`src/inc/sgc_cfg.svh`:
```
// Offsets, reset values and field positions of the global configuration bank.
// Assumes an 8-bit register port with 8-bit addresses.
`ifndef SGC_CFG_SVH
`define SGC_CFG_SVH

`define SGC_AW            8
`define SGC_DW            8
`define SGC_ADDR_CTL      8'h0B
`define SGC_ADDR_MAP_LO   8'h0C
`define SGC_ADDR_MAP_HI   8'h0D
`define SGC_ADDR_UNK      8'h0E
`define SGC_ADDR_PHY      8'h0F

`define SGC_RST_CTL       8'h08
`define SGC_RST_MAP_LO    8'h50
`define SGC_RST_MAP_HI    8'hFA
`define SGC_RST_UNK       8'h07
`define SGC_RST_PHY       5'h01
`define SGC_PHY_BAD_HI0   5'h1E
`define SGC_PHY_BAD_HI1   5'h1F
`define SGC_PHY_BAD_LO    5'h00
`define SGC_PHY_STEP      5'h01
`define SGC_PHY_LSB       3
`define SGC_PHY_RSV       3'h0

`define SGC_BIT_LED_HI    7
`define SGC_BIT_FILTER    5
`define SGC_BIT_TEST      4
`define SGC_BIT_POS_HI    3
`define SGC_BIT_POS_LO    2
`define SGC_BIT_LED_LO    1
`define SGC_BIT_TPID      0
`define SGC_BIT_UNK_EN    7

`define SGC_STRAP_CAP     2'h2
`define SGC_STRAP_DONE    2'h3

`endif

```
`src/inc/sgc_pkg.sv`:
```
// Types shared by the global configuration bank.
// Assumes sgc_cfg.svh is available on the include path.
`default_nettype none
package sgc_pkg;
  typedef enum logic [1:0] {
    SGC_POS_P2_COPPER = 2'h0,
    SGC_POS_P2_MAC    = 2'h1,
    SGC_POS_P1_OPTIC  = 2'h2
  } sgc_pos_t;

  typedef struct packed {
    logic [3:0] strap_s1;
    logic [3:0] strap_s2;
    logic [1:0] cap_cnt;
    logic [7:0] ctl;
    logic [7:0] map_lo;
    logic [7:0] map_hi;
    logic [7:0] unk;
    logic [4:0] phy;
    logic [7:0] rdata;
    sgc_pos_t   pos;
    logic       drop;
    logic       pass;
    logic [1:0] prio;
    logic       prio_vld;
    logic [2:0] fwd_mask;
    logic       fwd_vld;
    logic       hit1;
    logic       hit2;
    logic       phy_ok;
  } sgc_state_t;
endpackage
`default_nettype wire

```
`src/logic/sgc_regs.sv`:
```
// Global configuration bank: loopback, LED, tag mode, priority map, unknown
// forwarding and PHY base address. Assumes straps are asynchronous pins and
// the management port and frame inputs are synchronous to CLK.
`include "sgc_cfg.svh"
`default_nettype none
module sgc_regs (
  input  wire logic       CLK,               // 40 MHz switch clock
  input  wire logic       RESET_N,           // Chip reset, async, active low
  input  wire logic       STRAP_FILTER,      // Loop filter strap pin
  input  wire logic       STRAP_POS,         // Loop position low strap pin
  input  wire logic       STRAP_LED_LO,      // LED select low strap pin
  input  wire logic       STRAP_LED_HI,      // LED select high strap pin
  input  wire logic       REG_WR,            // Register write strobe
  input  wire logic       REG_RD,            // Register read strobe
  input  wire logic [7:0] REG_ADDR,          // Register address
  input  wire logic [7:0] REG_WDATA,         // Write data
  output logic      [7:0] REG_RDATA,         // Read data, one cycle after strobe
  output logic            LOOP_FILTER,       // Loopback filter enable
  output logic            TEST_MODE,         // Test mode bit
  output logic      [1:0] LOOP_POS,          // Decoded loopback position
  output logic      [1:0] LED_MODE,          // {high, low} LED select
  output logic            DIRECT_TAG_EN,     // Direct forwarding tag mode
  input  wire logic       FRM_END,           // Loopback frame finished
  input  wire logic       FRM_OAM,           // Frame is maintenance frame
  input  wire logic       FRM_CRC_ERR,       // Bad CRC
  input  wire logic       FRM_RUNT,          // Undersize
  input  wire logic       FRM_GIANT,         // Oversize
  output logic            LOOP_DROP,         // Pulse: frame discarded
  output logic            LOOP_PASS,         // Pulse: frame looped back
  input  wire logic       TAG_VALID,         // Tagged frame priority request
  input  wire logic [2:0] TAG_PRIO,          // Tag priority value
  output logic      [1:0] PRIO_QUEUE,        // Mapped queue
  output logic            PRIO_VALID,        // Pulse: PRIO_QUEUE valid
  input  wire logic       DA_VALID,          // Destination lookup done
  input  wire logic       DA_UNKNOWN,        // Destination not learned
  input  wire logic [2:0] DA_PORTS,          // Ports chosen otherwise
  output logic      [2:0] FWD_PORTS,         // Ports to forward to
  output logic            FWD_VALID,         // Pulse: FWD_PORTS valid
  input  wire logic       MIIM_VALID,        // PHY management access
  input  wire logic [4:0] MIIM_PHY,          // Addressed PHY
  output logic            MIIM_HIT_P1,       // Pulse: access for port 1 PHY
  output logic            MIIM_HIT_P2,       // Pulse: access for port 2 PHY
  output logic      [4:0] PHY_ADDR,          // Port 1 PHY address
  output logic            PHY_ADDR_OK        // Address is a valid code
);
  sgc_pkg::sgc_state_t q, d;

  function automatic logic [1:0] map_lookup(input logic [15:0] map, input logic [2:0] tp);
    map_lookup = map[{tp, 1'b0} +: 2];
  endfunction

  function automatic logic phy_valid(input logic [4:0] a);
    phy_valid = (a != `SGC_PHY_BAD_LO) && (a != `SGC_PHY_BAD_HI0) && (a != `SGC_PHY_BAD_HI1);
  endfunction

  always_comb begin
    d = q;
    // Strap pins are asynchronous: two flops before use
    d.strap_s1 = {STRAP_LED_HI, STRAP_FILTER, STRAP_POS, STRAP_LED_LO};
    d.strap_s2 = q.strap_s1;
    if (q.cap_cnt != `SGC_STRAP_DONE) begin
      d.cap_cnt = q.cap_cnt + 2'h1;
    end
    if (REG_WR) begin
      case (REG_ADDR)
        `SGC_ADDR_CTL:    d.ctl = REG_WDATA;
        `SGC_ADDR_MAP_LO: d.map_lo = REG_WDATA;
        `SGC_ADDR_MAP_HI: d.map_hi = REG_WDATA;
        `SGC_ADDR_UNK:    d.unk = REG_WDATA;
        `SGC_ADDR_PHY:    d.phy = REG_WDATA[7:`SGC_PHY_LSB];
        default:          d.unk = q.unk;
      endcase
    end
    // Strap capture once synchronisers settle; overrides a write in the same cycle
    if (q.cap_cnt == `SGC_STRAP_CAP) begin
      d.ctl[`SGC_BIT_LED_HI] = q.strap_s2[3];
      d.ctl[`SGC_BIT_FILTER] = q.strap_s2[2];
      d.ctl[`SGC_BIT_POS_LO] = q.strap_s2[1];
      d.ctl[`SGC_BIT_LED_LO] = q.strap_s2[0];
    end
    d.rdata = 8'h00;
    if (REG_RD) begin
      case (REG_ADDR)
        `SGC_ADDR_CTL:    d.rdata = q.ctl;
        `SGC_ADDR_MAP_LO: d.rdata = q.map_lo;
        `SGC_ADDR_MAP_HI: d.rdata = q.map_hi;
        `SGC_ADDR_UNK:    d.rdata = q.unk;
        `SGC_ADDR_PHY:    d.rdata = {q.phy, `SGC_PHY_RSV};
        default:          d.rdata = 8'h00;
      endcase
    end
    // Low position bit wins regardless of the high bit
    if (q.ctl[`SGC_BIT_POS_LO]) begin
      d.pos = sgc_pkg::SGC_POS_P1_OPTIC;
    end else if (q.ctl[`SGC_BIT_POS_HI]) begin
      d.pos = sgc_pkg::SGC_POS_P2_MAC;
    end else begin
      d.pos = sgc_pkg::SGC_POS_P2_COPPER;
    end
    d.drop = FRM_END && (FRM_OAM || (q.ctl[`SGC_BIT_FILTER] &&
             (FRM_CRC_ERR || FRM_RUNT || FRM_GIANT)));
    d.pass = FRM_END && !d.drop;
    d.prio_vld = TAG_VALID;
    d.prio = TAG_VALID ? map_lookup({q.map_hi, q.map_lo}, TAG_PRIO) : q.prio;
    d.fwd_vld = DA_VALID;
    if (DA_VALID) begin
      d.fwd_mask = (DA_UNKNOWN && q.unk[`SGC_BIT_UNK_EN]) ? q.unk[2:0] : DA_PORTS;
    end
    d.phy_ok = phy_valid(q.phy);
    // Gate on the live code, not the lagging flag: a fresh invalid code never answers
    d.hit1 = MIIM_VALID && phy_valid(q.phy) && (MIIM_PHY == q.phy);
    d.hit2 = MIIM_VALID && phy_valid(q.phy) && (MIIM_PHY == q.phy + `SGC_PHY_STEP);
  end

  always_ff @(posedge CLK or negedge RESET_N) begin
    if (!RESET_N) begin
      q          <= '0;
      q.ctl      <= `SGC_RST_CTL;
      q.map_lo   <= `SGC_RST_MAP_LO;
      q.map_hi   <= `SGC_RST_MAP_HI;
      q.unk      <= `SGC_RST_UNK;
      q.phy      <= `SGC_RST_PHY;
      q.pos      <= sgc_pkg::SGC_POS_P2_MAC;
      q.fwd_mask <= 3'h7;
      q.phy_ok   <= 1'b1;
    end else begin
      q <= d;
    end
  end

  assign REG_RDATA     = q.rdata;
  assign LOOP_FILTER   = q.ctl[`SGC_BIT_FILTER];
  assign TEST_MODE     = q.ctl[`SGC_BIT_TEST];
  assign LOOP_POS      = q.pos;
  assign LED_MODE      = {q.ctl[`SGC_BIT_LED_HI], q.ctl[`SGC_BIT_LED_LO]};
  assign DIRECT_TAG_EN = q.ctl[`SGC_BIT_TPID];
  assign LOOP_DROP     = q.drop;
  assign LOOP_PASS     = q.pass;
  assign PRIO_QUEUE    = q.prio;
  assign PRIO_VALID    = q.prio_vld;
  assign FWD_PORTS     = q.fwd_mask;
  assign FWD_VALID     = q.fwd_vld;
  assign MIIM_HIT_P1   = q.hit1;
  assign MIIM_HIT_P2   = q.hit2;
  assign PHY_ADDR      = q.phy;
  assign PHY_ADDR_OK   = q.phy_ok;
endmodule
`default_nettype wire

```
`config.mk`:
```
export PLATFORM = sky130hd
export DESIGN_NAME = sgc_regs
export DESIGN_NICKNAME = d
export VERILOG_FILES = /design/src/inc/sgc_pkg.sv /design/src/logic/sgc_regs.sv
export VERILOG_INCLUDE_DIRS = /design/src /design/src/inc
export SDC_FILE = /design/constraint.sdc
export NUM_CORES = 1
export LEC_CHECK = 0
export ABC_AREA = 0
export BUFFER_PORTS_ARGS = -buffer_cell sky130_fd_sc_hd__buf_2
export CAP_MARGIN = 20
export CORE_MARGIN = 3
export CORE_UTILIZATION = 54
export CTS_CLUSTER_DIAMETER = 50
export DETAILED_ROUTE_END_ITERATION = 8
export HOLD_SLACK_MARGIN = 0.12
export PLACE_DENSITY_LB_ADDON = 0.25
export SLEW_MARGIN = 40
export SYNTH_ARGS = -nofsm -noshare
export SYNTH_HDL_FRONTEND = slang
export SYNTH_SLANG_ARGS = --single-unit
```
`constraint.sdc`:
```
create_clock -name CLK -period 1.7 [get_ports CLK]
set_input_delay 0.085 -clock CLK [delete_from_list [all_inputs] [get_ports CLK]]
set_output_delay 0.085 -clock CLK [all_outputs]
set_load 0.03 [all_outputs]
```
# Yosys cells after proc, flatten, opt, wreduce, memory -nomap -nowiden
# Index checks and enable logic that the tools add are counted.
# word_totals
regBits	69
# op_classes
n_mux	14
add_sub_neg	2
n_reduce_logical	22
n_shift	1
n_eq_ne	11
# op_table
cell	count
$eq 8x4->1 const B	5
$mux 8	5
$pmux 8 s5	1
$mux 37	1
$shiftx 16x5->2	1
$reduce_and 2->1	6
$eq 5x5->1	2
$ne 5x5->1 const B	2
$logic_and 1x1->1	9
$add 5x1->5 const B	1
$mux 5	1
$reduce_bool 5->1	1
$mux 2	2
$reduce_bool 2->1	2
$logic_or 1x1->1	3
$mux 1	3
$mux 3	1
$add 2x1->2 const B	1
$eq 2x2->1 const B	1
$ne 2x2->1 const B	1
$logic_not 1->1	1

# Longest topological paths before layout
# logic_depth
depth_word	7
depth_mapped	6
depth_no_buf	6

# Worst setup path before layout
# No wires, ideal clock.
# synth_path
kind	reg-to-reg
start	register q (netlist bit PHY_ADDR[1])
end	register q (netlist bit MIIM_HIT_P1)
period_less_slack_ps	1542
stages_incl_launch_ff	7
setup_ps	86
setup_slack_ps	158
t_arrival_ps	1456
n_path_buf	0
cell_sequence	dfrtp_1 -> ha_1 -> and3_1 -> ha_1 -> nor3_1 -> nand2_1 -> nor3_1
# synth_lines
element	line_no	source
start: declaration	sgc_regs.sv:46	sgc_pkg::sgc_state_t q, d;

==> impl_metrics.ini <==
[run_status]
outcome = finished with violations
failed_checks = setup timing

[pwr]
vdd_ir_drop_max_mv = 0.553
p_total_mw = 3.69
p_leak_nw = 2.13
power_density_nw_per_um2 = 861

[synth]
synth_ff_type = dfrtp_1
yosysSeqAreaShare_pct = 51.6
syn_avg_cell_area_sq_um = 13.9
post-synth-top-area-cell = dfrtp_1
netlist_area_sq_um = 3390
synth_cell_types = 38
synth-seq-cells = 69
ys_warn_count = 0
synth.area.top_cells = dfrtp_1, mux2_2, dfstp_2
syn_inst = 244
synth_edf_count = 0
async_flop_share_pct = 100
syn-num-nets = 294
synth_top_cell_area_share_pct = 37.6

[sta]
setup_viol = 1
grt_setup_unrepaired = yes
finalCriticalPeriod_ns = 1.71
period_share_pct = 101
timing.final.ws_setup_ns = -0.0126
slew_viol_final = 0
fmax_mhz = 584
worst_pin_slew_ns = 0.494
finalHoldViolations = 0
skew_ns = 0.00856
slew_headroom_pct = 66.6

[finish]
final_cell_mix = buf_2, dfrtp_1, mux2_2, dlygate4sd3_1, dfstp_2
drive_gt1_share_pct = 53.8
area_growth_syn_to_layout_pct = 26.2
nFillCells = 415
fin_nets = 391
n_antenna_cell = 0
mostFrequentLayoutCell = buf_2
finish.utilization_pct = 71.4

[placed_design]
gp_congestion = 0.853
io_buffers = 75
place_ws_ns = 0.0194
hpwl_microns = 4910

[global_routing]
antenna_found_initial = 0
grt_max_degree = 70
grt.overflow.total = 0
grt_pass1_wl_microns = 11700
grt_use_total_pct = 21.6
grt_pass1_vias = 2257

[die]
die_area_sq_um = 7270
core_area_sq_um = 5990
num_rows = 28
die_w_microns = 85.2
die_h_microns = 85.2
io_pins = 76
initial_core_util_pct = 56.6

[flow_run]
cap_violations = 0

[route]
routedWlPerCell_microns = 17.5
num_vias = 2232
drc = 0
route.antenna.remaining_nets = 0
drtPass1Iterations = 4
drt_iter0_markers = 132
routed_wl_microns = 7350
viasPerCell = 5.30

[clock_network]
clkTransAtPathRegs_ns = 0.07
cts_root_buf = clkbuf_8
h-tree-depth = 3
cts_buffer_depth = 2
numCtsBuffers = 9
cts_tree = built
cts_sinks = 69
clk_latency_ns = 0.35

[setup_path]
crit_path_start_kind = flip-flop
cp_max_fo = 5
r2r_slack_ns = -0.01
worstPathArrival_ns = 1.98
worst_ep_required_time_ns = 1.96
endpoint_kind = flip-flop
critPathKind = reg2reg

[worst_hold_path]
hold_class = in2reg
[synthesized netlist by cell type (3+ instances only)]
cell type	n
mux2i_1	13
buf_4	24
a22oi_1	8
nor2_1	13
nand2_1	4
nor2b_1	5
xor2_1	4
dfstp_2	18
mux2_2	43
xnor2_1	6
a22o_1	5
a21oi_1	4
inv_1	5
buf_6	3
ha_1	6
mux4_2	5
dfrtp_1	51
nor3_1	3
[worst paths after layout]
| path | startpoint | end | depth (start not counted) |
|---|---|---|---|
| max | PHY_ADDR[0]$_DFFE_PN1P_ | MIIM_HIT_P1$_DFF_PN0_ | 6 |
| min | REG_RD | REG_RDATA[5]$_DFF_PN0_ | 3 |
| max reg2reg | PHY_ADDR[0]$_DFFE_PN1P_ | MIIM_HIT_P1$_DFF_PN0_ | 6 |
| min reg2reg | d[63]$_DFF_PN0_ | q[63]$_DFF_PN0_ | 0 |
| max in group asynchronous | RESET_N | q[38]$_DFFE_PN1P_ | 3 |
| min in group asynchronous | RESET_N | FWD_VALID$_DFF_PN0_ | 3 |
[critical path, cell delays in order (launching register included)]
cell     delay (ns)
dfstp_2        0.58
inv_1          0.08
ha_1           0.21
and4_1         0.21
nor3_2         0.22
nand2_1        0.13
nor3_2         0.19
[area by class of cell]
cell class	instances	area, sq um	share of cell area (%)
clock buffer	11	151	3.54
clock inverter	5	58.8	1.37
inverter	5	18.8	0.439
multi-input combinational	141	1450	33.9
sequential	69	1750	40.9
tap	75	93.8	2.19
timing repair buffer	115	756	17.7
[cells by family after synthesis]
logic type | synth area share, %
multiplexers | 23.1
buffers and inverters | 7.16
adder cells (fa/ha/maj) | 2.21
flip-flops | 51.6
XOR/XNOR | 2.58
AO/OA/AOI/OAI | 3.80
AND/OR/NAND/NOR | 9.56
[metrics by stage]
stage	setup TNS (ns)	area (sq um)	hold WS [ns]	instances
floorplan	0	3390	-0.211	244
global placement	0	3720	0.130	374
detailed placement	0	3720	0.133	374
CTS	0	4200	0.135	417
global route	-0.110	4280	0.199	421
finish	-0.0126	4280	0.144	421
[routing by layer]
layer	track usage [%]	vias to the layer above	part of all wire (%)	routed length, microns
li1	-	1049	-	-
met1	27.9	1108	41	3030
met2	35.0	64	52	3790
met3	4.47	11	5.4	398
met4	9.78	0	1.7	125
met5	0	-	0	0
[state kept, by name (all words and copies together), names as in the netlist]
name           cells
LOOP_FILTER        1
FWD_PORTS          3
LOOP_DROP          1
d                  4
PRIO_QUEUE         2
PHY_ADDR_OK        1
q                 33
LOOP_PASS          1
DIRECT_TAG_EN      1
REG_RDATA          8
TEST_MODE          1
MIIM_HIT_P2        1
PHY_ADDR           5
PRIO_VALID         1
MIIM_HIT_P1        1
LED_MODE           2
LOOP_POS           2
FWD_VALID          1
[report_power, final]
group	internal, mW	leakage [nW]	switching [mW]	total [mW]
clock	0.757	0.102	0.621	1.38
sequential	1.74	0.848	0.0518	1.79
combinational	0.243	1.18	0.274	0.518
[what timing repair did]
| action | 4_1_cts | 5_1_grt |
|---|---|---|
| gates resized for setup | 1 | 7 |
| hold endpoints to repair | 117 | 0 |
| pin swaps | 0 | 6 |
| setup endpoints to repair | 2 | 2 |
| setup buffers | 0 | 4 |
| hold buffers | 27 | 0 |
No activity file was read; power rests on OpenSTA's default activity.
